$ cat src/ldcl_defines.svh
// Purpose: register offsets, field positions, reset values and timing for the laser control block
// Assumes: AXI4-Lite, 32-bit data, 25 MHz clock
// Notes: definitions only
`ifndef LDCL_DEFINES_SVH
`define LDCL_DEFINES_SVH

`define LDCL_CLK_HZ 25000000
`define LDCL_CYC_PER_MS (`LDCL_CLK_HZ / 1000)

`define LDCL_OFF_MODE 8'h00
`define LDCL_OFF_CTRL 8'h04
`define LDCL_OFF_STATUS 8'h08
`define LDCL_OFF_PD_OFFSET 8'h0C
`define LDCL_OFF_LD_SETPT 8'h10
`define LDCL_OFF_PD_SETPT 8'h14
`define LDCL_OFF_PW_SETPT 8'h18
`define LDCL_OFF_LD_STEP 8'h1C
`define LDCL_OFF_LD_DELAY 8'h20
`define LDCL_OFF_PD_STEP 8'h24
`define LDCL_OFF_PD_DELAY 8'h28
`define LDCL_OFF_RESP 8'h2C
`define LDCL_OFF_HWCFG 8'h30
`define LDCL_OFF_OUTPUT_ON_DELAY_TIMER 8'h34
`define LDCL_OFF_APPLIED 8'h38
`define LDCL_OFF_PD_MEAS 8'h3C

// mode register: write 0..2 generic, 4/5/6 dedicated entry commands
`define LDCL_MODE_CMD_LD 3'h4
`define LDCL_MODE_CMD_PD 3'h5
`define LDCL_MODE_CMD_PW 3'h6

// control register bits
`define LDCL_CTRL_MOD 0
`define LDCL_CTRL_OUT 1
`define LDCL_CTRL_PDZ 2
`define LDCL_CTRL_RANGE 3
`define LDCL_CTRL_TTL_LSB 4
`define LDCL_CTRL_TTL_MSB 6

// status bits
`define LDCL_ST_OUT 0
`define LDCL_ST_TTL_IN 1
`define LDCL_ST_RAMPING 2

`define LDCL_HWCFG_NORAMP 1

// setpoints in hundredths of mA, uA or mW
`define LDCL_LD_STEP_RST 32'h0000_2710
`define LDCL_PD_STEP_RST 32'h0000_03E8
`define LDCL_DELAY_RST_MS 32'h0000_0064
`define LDCL_PD_OFFSET_MAX 32'h0000_1388
`define LDCL_OUTPUT_ON_DELAY_TIMER_RST_MS 32'h0000_0064

`endif

$ cat src/ldcl_pkg.sv
// Purpose: shared types for the laser control block
// Assumes: nothing
// Notes: ttl mode codes are the wire encoding
package ldcl_pkg;
   typedef enum logic [1:0] {
      LDCL_FB_LD = 2'h0,
      LDCL_FB_PD = 2'h1,
      LDCL_FB_PW = 2'h2
   } ldcl_fb_e;
   typedef enum logic [2:0] {
      LDCL_TTL_LOW = 3'h0,
      LDCL_TTL_HIGH = 3'h1,
      LDCL_TTL_DRV_EN = 3'h2,
      LDCL_TTL_PULSE = 3'h3,
      LDCL_TTL_TRACK = 3'h4,
      LDCL_TTL_TEC_EN = 3'h5
   } ldcl_ttl_e;
   typedef struct packed {
      logic [31:0] step;
      logic [31:0] delay_ms;
      logic [31:0] target;
   } ldcl_ramp_cfg_s;
endpackage

$ cat src/ldcl_ms_timer.sv
// Purpose: millisecond tick divider and countdown for one delay
// Assumes: one clock, synchronous active-low reset
// Notes: done is a one-cycle pulse when the count expires
`timescale 1ns/100ps
`include "ldcl_defines.svh"
module ldcl_ms_timer import ldcl_pkg::*; #(
   parameter int CYC_PER_MS = `LDCL_CYC_PER_MS
) (
   input wire logic aclk,
   input wire logic aresetn,
   input wire logic start,
   input wire logic [31:0] ms,
   output logic busy,
   output logic done
);
   initial begin
      if (CYC_PER_MS < 1) $error("CYC_PER_MS must be at least 1");
   end
   logic [31:0] pre;
   logic [31:0] left;
   always_ff @(posedge aclk) begin
      if (!aresetn) begin
         pre <= 32'h0;
         left <= 32'h0;
         busy <= 1'b0;
         done <= 1'b0;
      end else begin
         done <= 1'b0;
         if (start) begin
            busy <= 1'b1;
            pre <= 32'h0;
            left <= (ms == 32'h0) ? 32'h1 : ms;
         end else if (busy) begin
            if (pre == 32'(CYC_PER_MS - 1)) begin
               pre <= 32'h0;
               left <= left - 32'h1;
               if (left == 32'h1) begin
                  busy <= 1'b0;
                  done <= 1'b1;
               end
            end else begin
               pre <= pre + 32'h1;
            end
         end
      end
   end
endmodule // ldcl_ms_timer

$ cat src/ldcl_ramp.sv
// Purpose: steps an applied setpoint toward a target
// Assumes: step is nonzero while ramping
// Notes: a new target restarts from the applied value
`timescale 1ns/100ps
`include "ldcl_defines.svh"
module ldcl_ramp import ldcl_pkg::*; #(
   parameter int CYC_PER_MS = `LDCL_CYC_PER_MS
) (
   input wire logic aclk,
   input wire logic aresetn,
   input wire logic load,
   input wire logic direct,
   input wire ldcl_ramp_cfg_s cfg,
   output logic [31:0] applied,
   output logic ramping
);
   logic tstart;
   logic tdone;
   logic [31:0] goal;
   logic [32:0] sum;
   assign sum = {1'b0, applied} + {1'b0, cfg.step};
   ldcl_ms_timer #(.CYC_PER_MS(CYC_PER_MS)) u_tmr (
      .aclk(aclk),
      .aresetn(aresetn),
      .start(tstart),
      .ms(cfg.delay_ms),
      .busy(),
      .done(tdone)
   );
   always_ff @(posedge aclk) begin
      if (!aresetn) begin
         applied <= 32'h0;
         goal <= 32'h0;
         ramping <= 1'b0;
         tstart <= 1'b0;
      end else begin
         tstart <= 1'b0;
         if (load) begin
            goal <= cfg.target;
            // lower target or ramp disabled goes straight through
            if (direct || cfg.target <= applied) begin
               applied <= cfg.target; // [RQ9]
               ramping <= 1'b0;
            end else begin
               ramping <= 1'b1; // [RQ22]
               tstart <= 1'b1;
            end
         end else if (ramping && tdone) begin
            if (sum >= {1'b0, goal}) begin
               applied <= goal; // [RQ21]
               ramping <= 1'b0;
            end else begin
               applied <= sum[31:0]; // [RQ8]
               tstart <= 1'b1;
            end
         end
      end
   end
endmodule // ldcl_ramp

$ cat src/ldcl_top.sv
// Purpose: control state of a laser diode driver behind an AXI4-Lite slave
// Assumes: 25 MHz aclk, synchronous active-low aresetn, host keeps values in range
// Notes: setpoints in hundredths of their unit; analog loops live outside
// What this block does
// [RQ1] dedicated mode commands select current, photodiode current or photodiode power feedback
// [RQ2] power mode with zero responsivity falls back to photodiode current mode
// [RQ3] modulation enable flag, 0 off, 1 on, read back the same
// [RQ4] output turns on only after the on-delay timer expires
// [RQ5] output request 0 off, 1 on; status reports actual output same way
// [RQ6] zero-offset enable flag, 0 off, 1 on, gates stored offset
// [RQ7] offset kept and read in microamps; host supplies 0 to 5000
// [RQ8] with config bit 1 clear, raise setpoint one step per delay
// [RQ9] config bit set or lower target applies the setpoint directly
// [RQ10] current ramp starts only in current mode and keeps stepping after a mode change; defaults 100 mA, 100 ms
// [RQ11] photodiode ramp in either photodiode mode; defaults 10 uA, 100 ms
// [RQ12] ramp step and delay readable separately for both ramps
// [RQ13] range selector 0 is 500 mA, 1 is 1500 mA, readable
// [RQ14] stored setpoint readable for each feedback mode
// [RQ15] ttl output follows mode code 0 to 5
// [RQ16] ttl output mode returns to driver enable after every reset
// [RQ17] ttl input query gives 0 for low, 1 for high
// [RQ18] generic mode selector: 0 current, 1 photodiode current, 2 power
// [RQ19] enabled offset adds to photodiode setpoint, subtracts from measurement
// [RQ20] current ramp suspended while the sweep runs
// [RQ21] final step clamped so applied setpoint never passes target
// [RQ22] new target mid-ramp restarts from applied value
`timescale 1ns/100ps
`include "ldcl_defines.svh"
module ldcl_top import ldcl_pkg::*; #(
   parameter int CYC_PER_MS = `LDCL_CYC_PER_MS
) (
   input wire logic aclk,
   input wire logic aresetn,
   input wire logic [7:0] s_axi_awaddr,
   input wire logic s_axi_awvalid,
   output logic s_axi_awready,
   input wire logic [31:0] s_axi_wdata,
   input wire logic [3:0] s_axi_wstrb,
   input wire logic s_axi_wvalid,
   output logic s_axi_wready,
   output logic [1:0] s_axi_bresp,
   output logic s_axi_bvalid,
   input wire logic s_axi_bready,
   input wire logic [7:0] s_axi_araddr,
   input wire logic s_axi_arvalid,
   output logic s_axi_arready,
   output logic [31:0] s_axi_rdata,
   output logic [1:0] s_axi_rresp,
   output logic s_axi_rvalid,
   input wire logic s_axi_rready,
   input wire logic ttl_in,
   input wire logic pulse_mon,
   input wire logic tec_enabled,
   input wire logic liv_active,
   input wire logic [31:0] pd_raw_meas,
   output logic laser_out_en,
   output logic modulation_enable,
   output logic range_sel,
   output logic ttl_out,
   output ldcl_fb_e fb_mode,
   output logic [31:0] ld_setpt_applied,
   output logic [31:0] pd_setpt_effective
);
   initial begin
      if (CYC_PER_MS < 1) $error("CYC_PER_MS must be at least 1");
   end

   // write channel capture: address and data may arrive in either order
   logic aw_held;
   logic w_held;
   logic [7:0] aw_addr;
   logic [31:0] w_data;
   logic [3:0] w_strb;
   logic wr_fire;
   logic [31:0] wval;
   logic wr_ok;
   always_ff @(posedge aclk) begin
      if (!aresetn) begin
         aw_held <= 1'b0;
         w_held <= 1'b0;
         aw_addr <= 8'h0;
         w_data <= 32'h0;
         w_strb <= 4'h0;
         s_axi_awready <= 1'b0;
         s_axi_wready <= 1'b0;
         s_axi_bvalid <= 1'b0;
         s_axi_bresp <= 2'h0;
      end else begin
         s_axi_awready <= !aw_held && !s_axi_awready && !s_axi_bvalid;
         s_axi_wready <= !w_held && !s_axi_wready && !s_axi_bvalid;
         if (s_axi_awvalid && s_axi_awready) begin
            aw_held <= 1'b1;
            aw_addr <= s_axi_awaddr;
         end
         if (s_axi_wvalid && s_axi_wready) begin
            w_held <= 1'b1;
            w_data <= s_axi_wdata;
            w_strb <= s_axi_wstrb;
         end
         if (wr_fire) begin
            aw_held <= 1'b0;
            w_held <= 1'b0;
            s_axi_bvalid <= 1'b1;
            s_axi_bresp <= wr_ok ? 2'h0 : 2'h2;
         end else if (s_axi_bvalid && s_axi_bready) begin
            s_axi_bvalid <= 1'b0;
         end
      end
   end
   assign wr_fire = aw_held && w_held && !s_axi_bvalid;
   always_comb begin
      for (int i = 0; i < 4; i++) begin
         wval[i*8 +: 8] = w_strb[i] ? w_data[i*8 +: 8] : 8'h0;
      end
   end
   function automatic logic [31:0] merge(input logic [31:0] old);
      logic [31:0] r;
      r = old;
      for (int i = 0; i < 4; i++) begin
         if (w_strb[i]) r[i*8 +: 8] = w_data[i*8 +: 8];
      end
      return r;
   endfunction

   // software-held state
   logic out_req;
   logic pdz_en;
   logic [2:0] ttl_mode;
   logic [31:0] pd_offset;
   logic [31:0] ld_setpt;
   logic [31:0] pd_setpt;
   logic [31:0] pw_setpt;
   logic [31:0] ld_step;
   logic [31:0] ld_delay;
   logic [31:0] pd_step;
   logic [31:0] pd_delay;
   logic [31:0] resp;
   logic [31:0] hwcfg;
   logic [31:0] output_on_delay_timer_ms;
   logic ld_load;
   logic pd_load;
   always_ff @(posedge aclk) begin
      if (!aresetn) begin
         modulation_enable <= 1'b0;
         out_req <= 1'b0;
         pdz_en <= 1'b0;
         range_sel <= 1'b0;
         ttl_mode <= LDCL_TTL_DRV_EN; // [RQ16]
         pd_offset <= 32'h0;
         ld_setpt <= 32'h0;
         pd_setpt <= 32'h0;
         pw_setpt <= 32'h0;
         ld_step <= `LDCL_LD_STEP_RST; // [RQ10]
         ld_delay <= `LDCL_DELAY_RST_MS;
         pd_step <= `LDCL_PD_STEP_RST; // [RQ11]
         pd_delay <= `LDCL_DELAY_RST_MS;
         resp <= 32'h0;
         hwcfg <= 32'h0;
         output_on_delay_timer_ms <= `LDCL_OUTPUT_ON_DELAY_TIMER_RST_MS;
         fb_mode <= LDCL_FB_LD;
         ld_load <= 1'b0;
         pd_load <= 1'b0;
         wr_ok <= 1'b1;
      end else begin
         ld_load <= 1'b0;
         pd_load <= 1'b0;
         if (aw_held && w_held && !s_axi_bvalid) begin
            wr_ok <= 1'b1;
            case (aw_addr)
               `LDCL_OFF_MODE: begin
                  case (wval[2:0])
                     3'h0, `LDCL_MODE_CMD_LD: fb_mode <= LDCL_FB_LD; // [RQ1] [RQ18]
                     3'h1, `LDCL_MODE_CMD_PD: fb_mode <= LDCL_FB_PD; // [RQ1] [RQ18]
                     3'h2, `LDCL_MODE_CMD_PW:
                        fb_mode <= (resp == 32'h0) ? LDCL_FB_PD : LDCL_FB_PW; // [RQ2]
                     default: fb_mode <= fb_mode;
                  endcase
               end
               `LDCL_OFF_CTRL: begin
                  modulation_enable <= wval[`LDCL_CTRL_MOD]; // [RQ3]
                  out_req <= wval[`LDCL_CTRL_OUT]; // [RQ5]
                  pdz_en <= wval[`LDCL_CTRL_PDZ]; // [RQ6]
                  range_sel <= wval[`LDCL_CTRL_RANGE]; // [RQ13]
                  if (wval[`LDCL_CTRL_TTL_MSB:`LDCL_CTRL_TTL_LSB] <= 3'(LDCL_TTL_TEC_EN))
                     ttl_mode <= wval[`LDCL_CTRL_TTL_MSB:`LDCL_CTRL_TTL_LSB]; // [RQ15]
               end
               `LDCL_OFF_PD_OFFSET: begin
                  // out-of-range value is the host's fault; saturate rather than wrap
                  pd_offset <= (merge(pd_offset) > `LDCL_PD_OFFSET_MAX) ?
                     `LDCL_PD_OFFSET_MAX : merge(pd_offset); // [RQ7]
               end
               `LDCL_OFF_LD_SETPT: begin
                  ld_setpt <= merge(ld_setpt);
                  ld_load <= 1'b1;
               end
               `LDCL_OFF_PD_SETPT: begin
                  pd_setpt <= merge(pd_setpt);
                  pd_load <= 1'b1;
               end
               `LDCL_OFF_PW_SETPT: begin
                  pw_setpt <= merge(pw_setpt);
                  pd_load <= 1'b1;
               end
               `LDCL_OFF_LD_STEP: ld_step <= merge(ld_step);
               `LDCL_OFF_LD_DELAY: ld_delay <= merge(ld_delay);
               `LDCL_OFF_PD_STEP: pd_step <= merge(pd_step);
               `LDCL_OFF_PD_DELAY: pd_delay <= merge(pd_delay);
               `LDCL_OFF_RESP: resp <= merge(resp);
               `LDCL_OFF_HWCFG: hwcfg <= merge(hwcfg);
               `LDCL_OFF_OUTPUT_ON_DELAY_TIMER: output_on_delay_timer_ms <= merge(output_on_delay_timer_ms);
               default: wr_ok <= 1'b0;
            endcase
         end
      end
   end

   // photodiode target: power setpoint times responsivity in power mode
   logic [63:0] pw_prod;
   logic [31:0] pd_target;
   logic [32:0] pd_sum;
   assign pw_prod = pw_setpt * resp;
   assign pd_target = (fb_mode == LDCL_FB_PW) ? pw_prod[31:0] : pd_setpt;

   // ramps: each starts only in its own modes, else the target goes straight through; only the photodiode ramp reloads on a mode change
   logic ld_ramp_run;
   logic pd_ramp_run;
   logic [31:0] pd_applied;
   logic [31:0] ld_applied;
   logic ld_ramping;
   logic pd_ramping;
   logic ld_direct;
   logic pd_direct;
   logic fb_chg;
   ldcl_fb_e fb_q;
   assign ld_direct = hwcfg[`LDCL_HWCFG_NORAMP] || fb_mode != LDCL_FB_LD
      || liv_active; // [RQ9] [RQ10] [RQ20]
   assign pd_direct = hwcfg[`LDCL_HWCFG_NORAMP] || fb_mode == LDCL_FB_LD; // [RQ11]
   always_ff @(posedge aclk) begin
      if (!aresetn) begin
         fb_q <= LDCL_FB_LD;
      end else begin
         fb_q <= fb_mode;
      end
   end
   assign fb_chg = fb_q != fb_mode;
   assign ld_ramp_run = ld_load || liv_active;
   assign pd_ramp_run = pd_load || fb_chg;
   ldcl_ramp #(.CYC_PER_MS(CYC_PER_MS)) u_ld_ramp (
      .aclk(aclk),
      .aresetn(aresetn),
      .load(ld_ramp_run),
      .direct(ld_direct),
      .cfg('{step: ld_step, delay_ms: ld_delay, target: ld_setpt}),
      .applied(ld_applied),
      .ramping(ld_ramping)
   );
   ldcl_ramp #(.CYC_PER_MS(CYC_PER_MS)) u_pd_ramp (
      .aclk(aclk),
      .aresetn(aresetn),
      .load(pd_ramp_run),
      .direct(pd_direct),
      .cfg('{step: pd_step, delay_ms: pd_delay, target: pd_target}),
      .applied(pd_applied),
      .ramping(pd_ramping)
   );
   assign pd_sum = {1'b0, pd_applied} + {1'b0, (pdz_en ? pd_offset : 32'h0)};

   // on-delay: output waits for the timer after an off-to-on request
   logic out_req_q;
   logic od_start;
   logic od_done;
   always_ff @(posedge aclk) begin
      if (!aresetn) begin
         out_req_q <= 1'b0;
         od_start <= 1'b0;
         laser_out_en <= 1'b0;
      end else begin
         out_req_q <= out_req;
         od_start <= out_req && !out_req_q;
         if (!out_req) begin
            laser_out_en <= 1'b0;
         end else if (od_done) begin
            laser_out_en <= 1'b1; // [RQ4]
         end
      end
   end
   ldcl_ms_timer #(.CYC_PER_MS(CYC_PER_MS)) u_output_on_delay_timer (
      .aclk(aclk),
      .aresetn(aresetn),
      .start(od_start),
      .ms(output_on_delay_timer_ms),
      .busy(),
      .done(od_done)
   );

   // ttl_in, pulse_mon and tec_enabled pass two flops before use; liv_active and pd_raw_meas are used directly
   logic [2:0] sync1;
   logic [2:0] sync2;
   always_ff @(posedge aclk) begin
      if (!aresetn) begin
         sync1 <= 3'h0;
         sync2 <= 3'h0;
      end else begin
         sync1 <= {tec_enabled, pulse_mon, ttl_in};
         sync2 <= sync1;
      end
   end

   // outputs registered
   always_ff @(posedge aclk) begin
      if (!aresetn) begin
         ttl_out <= 1'b0;
         ld_setpt_applied <= 32'h0;
         pd_setpt_effective <= 32'h0;
      end else begin
         case (ttl_mode)
            LDCL_TTL_LOW: ttl_out <= 1'b0; // [RQ15]
            LDCL_TTL_HIGH: ttl_out <= 1'b1;
            LDCL_TTL_DRV_EN: ttl_out <= laser_out_en;
            LDCL_TTL_PULSE: ttl_out <= sync2[1];
            LDCL_TTL_TRACK: ttl_out <= sync2[0];
            LDCL_TTL_TEC_EN: ttl_out <= sync2[2];
            default: ttl_out <= 1'b0;
         endcase
         ld_setpt_applied <= ld_applied;
         pd_setpt_effective <= pd_sum[32] ? 32'hFFFF_FFFF : pd_sum[31:0]; // [RQ19]
      end
   end

   // read channel
   logic [31:0] rmux;
   logic r_ok;
   logic [31:0] meas;
   assign meas = (pdz_en && pd_raw_meas > pd_offset) ? pd_raw_meas - pd_offset :
      (pdz_en ? 32'h0 : pd_raw_meas); // [RQ19]
   always_comb begin
      r_ok = 1'b1;
      rmux = 32'h0;
      case (s_axi_araddr)
         `LDCL_OFF_MODE: rmux = {30'h0, fb_mode}; // [RQ18]
         `LDCL_OFF_CTRL: rmux = {25'h0, ttl_mode, range_sel, pdz_en, out_req,
            modulation_enable}; // [RQ3] [RQ13]
         `LDCL_OFF_STATUS: rmux = {29'h0, ld_ramping | pd_ramping, sync2[0],
            laser_out_en}; // [RQ5] [RQ17]
         `LDCL_OFF_PD_OFFSET: rmux = pd_offset; // [RQ7]
         `LDCL_OFF_LD_SETPT: rmux = ld_setpt; // [RQ14]
         `LDCL_OFF_PD_SETPT: rmux = pd_setpt; // [RQ14]
         `LDCL_OFF_PW_SETPT: rmux = pw_setpt; // [RQ14]
         `LDCL_OFF_LD_STEP: rmux = ld_step; // [RQ12]
         `LDCL_OFF_LD_DELAY: rmux = ld_delay; // [RQ12]
         `LDCL_OFF_PD_STEP: rmux = pd_step; // [RQ12]
         `LDCL_OFF_PD_DELAY: rmux = pd_delay; // [RQ12]
         `LDCL_OFF_RESP: rmux = resp;
         `LDCL_OFF_HWCFG: rmux = hwcfg;
         `LDCL_OFF_OUTPUT_ON_DELAY_TIMER: rmux = output_on_delay_timer_ms;
         `LDCL_OFF_APPLIED: rmux = ld_applied;
         `LDCL_OFF_PD_MEAS: rmux = meas;
         default: r_ok = 1'b0;
      endcase
   end
   always_ff @(posedge aclk) begin
      if (!aresetn) begin
         s_axi_arready <= 1'b0;
         s_axi_rvalid <= 1'b0;
         s_axi_rdata <= 32'h0;
         s_axi_rresp <= 2'h0;
      end else begin
         s_axi_arready <= !s_axi_arready && !s_axi_rvalid;
         if (s_axi_arvalid && s_axi_arready) begin
            s_axi_rvalid <= 1'b1;
            s_axi_rdata <= rmux;
            s_axi_rresp <= r_ok ? 2'h0 : 2'h2;
         end else if (s_axi_rvalid && s_axi_rready) begin
            s_axi_rvalid <= 1'b0;
         end
      end
   end
endmodule // ldcl_top

$ cat config.mk
export PLATFORM = sky130hd
export DESIGN_NAME = ldcl_top
export DESIGN_NICKNAME = d
export VERILOG_FILES = /design/src/ldcl_pkg.sv /design/src/ldcl_ms_timer.sv /design/src/ldcl_ramp.sv /design/src/ldcl_top.sv
export VERILOG_INCLUDE_DIRS = /design/src
export SDC_FILE = /design/constraint.sdc
export NUM_CORES = 2
export LEC_CHECK = 0
export ABC_AREA = 1
export ABC_CLOCK_PERIOD_IN_PS = 10800
export BUFFER_PORTS_ARGS = -buffer_cell sky130_fd_sc_hd__buf_2
export CAP_MARGIN = 20
export CORE_MARGIN = 5
export CORE_UTILIZATION = 45
export DETAILED_ROUTE_END_ITERATION = 8
export GPL_ROUTABILITY_DRIVEN = 1
export SLEW_MARGIN = 0
export SYNTH_ARGS = -nofsm -noshare
export SYNTH_HDL_FRONTEND = slang
export SYNTH_SLANG_ARGS = --single-unit
$ cat constraint.sdc
create_clock -name aclk -period 10.8 [get_ports aclk]
set_input_delay 0 -clock aclk [delete_from_list [all_inputs] [get_ports aclk]]
set_output_delay 0 -clock aclk [all_outputs]
set_load 0.1 [all_outputs]
# Yosys cells after proc, flatten, opt, wreduce, memory -nomap -nowiden
# Index checks and enable logic that the tools add are counted.
[op_classes]
reduce_logical = 119
n_bitwise = 8
mul = 1
n_eq_ne = 47
n_lt_le_gt_ge = 7
mux = 89
addsub = 10
[op_table]
columns = ["op", "count"]
rows = [
  ["$mux W32", 29],
  ["$pmux W32 S16", 1],
  ["$logic_not A32 Y1", 4],
  ["$mux W8", 16],
  ["$reduce_and A3 Y1", 42],
  ["$eq A8 B6 Y1 const B", 14],
  ["$add A32 B32 Y33", 3],
  ["$add A32 B1 Y32 const B", 3],
  ["$eq A32 B1 Y1 const B", 3],
  ["$eq A32 B15 Y1 const B", 3],
  ["$sub A32 B1 Y32 const B", 3],
  ["$ge A33 B32 Y1", 2],
  ["$eq A8 B5 Y1 const B", 8],
  ["$le A32 B32 Y1", 2],
  ["$mux W1", 37],
  ["$gt A32 B13 Y1 const B", 1],
  ["$gt A32 B32 Y1", 1],
  ["$mul A32 B32 Y32", 1],
  ["$sub A32 B32 Y32", 1],
  ["$reduce_bool A2 Y1", 13],
  ["$eq A8 B4 Y1 const B", 3],
  ["$reduce_and A2 Y1", 11],
  ["$eq A8 B3 Y1 const B", 2],
  ["$logic_and A1 B1 Y1", 16],
  ["other kinds (23)", 62],
]
[totals]
elab_cells = 373
in_bits = 95
regBits = 857
out_inout_bits = 111

# Depth between registers and ports, before layout
[depth]
ltp_word = 6
ltp_mapped = 47
ltp_nobuf = 45

# Modules after synthesis
# Synthesis repeated with hierarchy kept, for this count alone.
[hier_totals]
cells_unflattened = 10332
hier_area_um2 = 68766.0
[by_module_without_submodules]
columns = ["module", "area_each_um2", "n_inst", "cells_per_inst"]
rows = [
  ["ldcl_top", 42472.0, 1, 5979],
  ["ldcl_ramp", 6490.0, 2, 1036],
  ["ldcl_ms_timer (u_ld_ramp.u_tmr ...)", 4404.2, 2, 753],
  ["ldcl_ms_timer (u_output_on_delay_timer)", 4505.6, 1, 775],
]

# Least setup slack after synthesis
# No wires, ideal clock.
[synth_timing]
kind = "register to register"
startpoint = "reg resp[2]"
endpoint = "reg u_pd_ramp.applied[10]"
arrival_time_ps = 8066
t_required_ps = 10730
stages_incl_launch_ff = 40
setup_slack_ps = 2664
path_buffers = 4
period_less_slack_ps = 8136
cell_sequence = "dfxtp_1 > clkbuf_1 > buf_1 > nand2_1 > inv_1 > fa_1 > inv_1 > fa_1 > fa_1 > fa_1 > inv_1 > fa_1 > inv_1 > fa_1 > inv_1 > fa_1 > fa_1 > ha_1 > (+4 left out) > a21o_1 > a21oi_1 > nand3_1 > nand2_1 > a21oi_1 > ha_1 > nand2_1 > nor2_1 > nand4_1 > nor4_1 > o31ai_1 > nand2_1 > nand2_1 > nand2_1 > buf_2 > clkbuf_1 > a21boi_0 > a21oi_1"
[synth_between]
elab_chain_len = 6
word_cells_on_any_way = 8
[synth_lines]
columns = ["item", "line", "rtl"]
rows = [
  ["from (decl)", "ldcl_top.sv:137", "logic [31:0] resp;"],
  ["from (signal assigned)", "ldcl_top.sv:208", "`LDCL_OFF_RESP: resp <= merge(resp);"],
  ["$mul A32 B32 Y32", "ldcl_top.sv:221", "assign pw_prod = pw_setpt * resp;"],
  ["$mux W32", "ldcl_top.sv:222", "assign pd_target = (fb_mode == LDCL_FB_PW) ? pw_prod[31:0] : pd_setpt;"],
  ["named net pd_target[31]", "ldcl_top.sv:219", "logic [31:0] pd_target;"],
  ["$le A32 B32 Y1", "ldcl_ramp.sv:41", "if (direct || cfg.target <= applied) begin"],
  ["$logic_or A1 B1 Y1", "ldcl_ramp.sv:41", ""],
  ["$ne A2 B1 Y1 (no source line)", "-", ""],
  ["$reduce_and A2 Y1 (no source line)", "-", ""],
  ["to (signal assigned)", "ldcl_ramp.sv:42", "applied <= cfg.target;"],
  ["to (signal assigned)", "ldcl_ramp.sv:50", "applied <= goal;"],
  ["to (signal assigned)", "ldcl_ramp.sv:53", "applied <= sum[31:0];"],
  ["to (decl)", "ldcl_ramp.sv:14", "output logic [31:0] applied,"],
]
# The timed path passes the listed nets, and every way through them passes these cells. The select of a mux whose other input is x is not followed.
# A chain may end at the register's enable or synchronous reset.

# Worst setup path after layout
[layout_timing]
startpoint = "reg resp[7]"
endpoint = "reg u_pd_ramp.applied[30]"
# Same word-level chain as after synthesis.

==> metrics.cfg <==
[grt]
overall_track_demand_over_capacity_in_global_routing=0.359
antenna_violations_before_repair=17
grt_max_degree=107
grt_pass1_wl_mm=420
gr-total-overflow=0
vias_in_the_first_global_route=63196

[clocking]
max-clock-path-buffers=3
cts.clk_slew.worst_paths_ps=60
clock_sinks=855
clock_root_buffer_master=sky130_fd_sc_hd__clkbuf_16
post_cts_resize_count=0
cts_buffers=100
cts_tree=done
htreeDepth=3
worst_skew_pair.late_latency_ps=760
post-cts-setup-buffer-count=0

[drt]
drtAntennaViolNets=0
num_vias=66457
highest_routed_metal_layer=met5
detailroute.wirelength.met2_mm=123
routed_wirelength_mm=287
vias_per_cell=5.70
drc_errors=0
routed-wl-met3_mm=27.8
drt_iter0_markers=7573
first_pass_iters=6
drt-met1-wl_mm=116
wl_per_cell_um=24.7

[run]
maxcap_viol_count=0

[place]
detailed_place_hpwl_mm=224
place_congestion=1.08
port-buffer-count=203

[synthesis]
synth_area_leader_cell=sky130_fd_sc_hd__dfxtp_1
synth-seq-cells=855
syn-instance-count=9535
synthesis.area_per_instance_um2=6.94
yosysMostFrequentCell=sky130_fd_sc_hd__nand2_1
yosys_warnings=0
synth-async-reset-ratio=0
synth_cell_types=78
synth-edff-count=0
synth.top_cells.by_count=1832 x sky130_fd_sc_hd__nand2_1, 1826 x sky130_fd_sc_hd__inv_1, 855 x sky130_fd_sc_hd__dfxtp_1, 837 x sky130_fd_sc_hd__a21oi_1, 801 x sky130_fd_sc_hd__nor2_1
yosys_most_used_dff=sky130_fd_sc_hd__dfxtp_1
synthTopCellsByArea=sky130_fd_sc_hd__dfxtp_1 26%, sky130_fd_sc_hd__fa_1 12%, sky130_fd_sc_hd__nand2_1 10%
synth-seq-area-share=0.259
mappedNetlistArea_mm2=0.0661
synth.top_cell.area_share=0.259

[sta]
slew_headroom=0.0887
timing.final.hold_violations=0
fin_crit_sh=0.903
grt_setup_unrepaired=false
tightest_slew_ps=1370
totalNegativeSetupSlack_ps=0
report.final.slew_viol_count=0
finalCriticalPeriod_ps=9750
fin_skew_ps=49.5
fmax_mhz=103
finalSetupViolCount=0

[setup_path]
most_frequent_cp_cell=sky130_fd_sc_hd__fa_1
r2r_cells=40
critPathRequiredTime_ps=11470
critical_path_class=flop to flop
cp-start-kind=flop
worstSetupEndpointType=flop
data_arrival_time_of_the_critical_path_ps=10420
maximum_single_stage_delay_on_the_critical_path_ps=880
critPathSlowestCell=sky130_fd_sc_hd__dfxtp_1
crit_fanout=45

[floorplanning]
width_of_the_chip_um=393
die_height_um=393
ioPinCount=206
die_area_mm2=0.155
floorplan.rows=140
starting_density_of_the_core=0.453
placeableCoreArea_mm2=0.146

[cells_and_area]
drive_above_1_share=0.0623
flow.area_growth_from_synthesis_pct=11.1
finalCoreUtilization=0.504
finalNetCount=10557
num-fill-cells=14712

[worst_hold_path]
worst_hold_path_type=primary input to flop
worstHoldPathCells=4

[power]
total_switching_power_mw=2.34
power.density_mw_per_mm2=108
netSwitchingFraction=0.296
cellInternalPower_mw=5.57
power_frac_comb=0.137
pwr-share-seq=0.411
p_leak_nw=35.8
clkPwrFrac=0.452
vdd_drop_max_mv=0.122

[status]
outcome=completed

[cell usage in the layout, fill, tap and decap left out, types with 115 or more instances in the layout]
| cell type | n |
|---|---|
| sky130_fd_sc_hd__buf_2 | 202 |
| sky130_fd_sc_hd__a21oi_1 | 837 |
| sky130_fd_sc_hd__dfxtp_1 | 854 |
| sky130_fd_sc_hd__fa_1 | 412 |
| sky130_fd_sc_hd__o22ai_1 | 137 |
| sky130_fd_sc_hd__nand4_1 | 127 |
| sky130_fd_sc_hd__inv_1 | 1826 |
| sky130_fd_sc_hd__dlygate4sd3_1 | 115 |
| sky130_fd_sc_hd__nor2_1 | 798 |
| sky130_fd_sc_hd__xor2_1 | 125 |
| sky130_fd_sc_hd__nand3_1 | 231 |
| sky130_fd_sc_hd__ha_1 | 391 |
| sky130_fd_sc_hd__o21ai_0 | 726 |
| sky130_fd_sc_hd__buf_4 | 124 |
| sky130_fd_sc_hd__nand2_1 | 1830 |
[power groups by stage]
| stage | Sequential [mW] | Clock, mW | Combinational [mW] |
|---|---|---|---|
| floorplan | 3.37 | 0 | 0.630 |
| global placement | 3.32 | 0 | 1.01 |
| detailed placement | 3.32 | 0 | 1.02 |
| CTS | 3.25 | 3.61 | 1.05 |
| global route | 3.25 | 3.73 | 1.16 |
| finish | 3.25 | 3.57 | 1.08 |
[kinds of logic after synthesis]
| kind of cell | count (synthesis) | share of synthesized area |
|---|---|---|
| other cells | 1 | 0.0000567 |
| buf+inv | 2277 | 0.131 |
| simple gates | 3328 | 0.212 |
| fa+ha+maj | 803 | 0.199 |
| compound gates | 2082 | 0.174 |
| mux | 5 | 0.000757 |
| flops | 855 | 0.259 |
| xor+xnor | 184 | 0.0244 |
[per-stage QoR]
step	hold WS (ps)	instances	setup slack (ps)	power, mW	area (um^2)
5_1_grt	49.5	11652	444	8.14	73400
3_5_place_dp	200	11358	1140	4.34	68900
6_report	33.1	11661	1050	7.91	73500
3_3_place_gp	205	11358	1260	4.33	68900
2_1_floorplan	97.6	9536	2660	4.00	66100
4_1_cts	2.53	11650	1150	7.91	73400
[path summary, 6_finish.rpt]
path                        startpoint                                  to  slack [ps]
setup reg to reg  resp[7]$_SDFFE_PN0P_  u_pd_ramp.applied[30]$_SDFFE_PN0P_        1050
hold reg to reg   out_req_q$_SDFF_PN0_                 od_start$_SDFF_PN0_         380
hold / removal               pulse_mon                 sync1[1]$_SDFF_PN0_          30
setup / recovery  resp[7]$_SDFFE_PN0P_  u_pd_ramp.applied[30]$_SDFFE_PN0P_        1050
[layout make-up]
type,instances,area (um^2),share of cell area
tap,1917,2400,0.0326
timing repair buffer,444,3160,0.0430
multi-input combinational,6404,40400,0.550
inverter,1854,6960,0.0948
sequential,855,17100,0.233
antenna,10,25.0,0.000341
clock inverter,41,531,0.00722
clock buffer,136,2840,0.0386
[worst max-delay path: cells and delay by family, from the launching register on]
| family | cells | cell delay [ps] |
|---|---|---|
| fa+ha+maj | 10 | 4560 |
| compound gates | 8 | 1420 |
| flops | 1 | 880 |
| simple gates | 12 | 1390 |
| buf+inv | 10 | 1450 |
[layer usage]
metal  up-vias  GRT usage
met5         -          0
met4         4      0.209
met3       810     0.0696
met2      3301      0.552
met1     31538      0.470
li1      30804          -
[repair_timing]
item / CTS / global route
hold endpoints to repair: 137 / 0
endpoints found under the setup margin: 0 / 0
hold buffers: 115 / 0
Note: power is estimated with default switching activity, not from simulation.
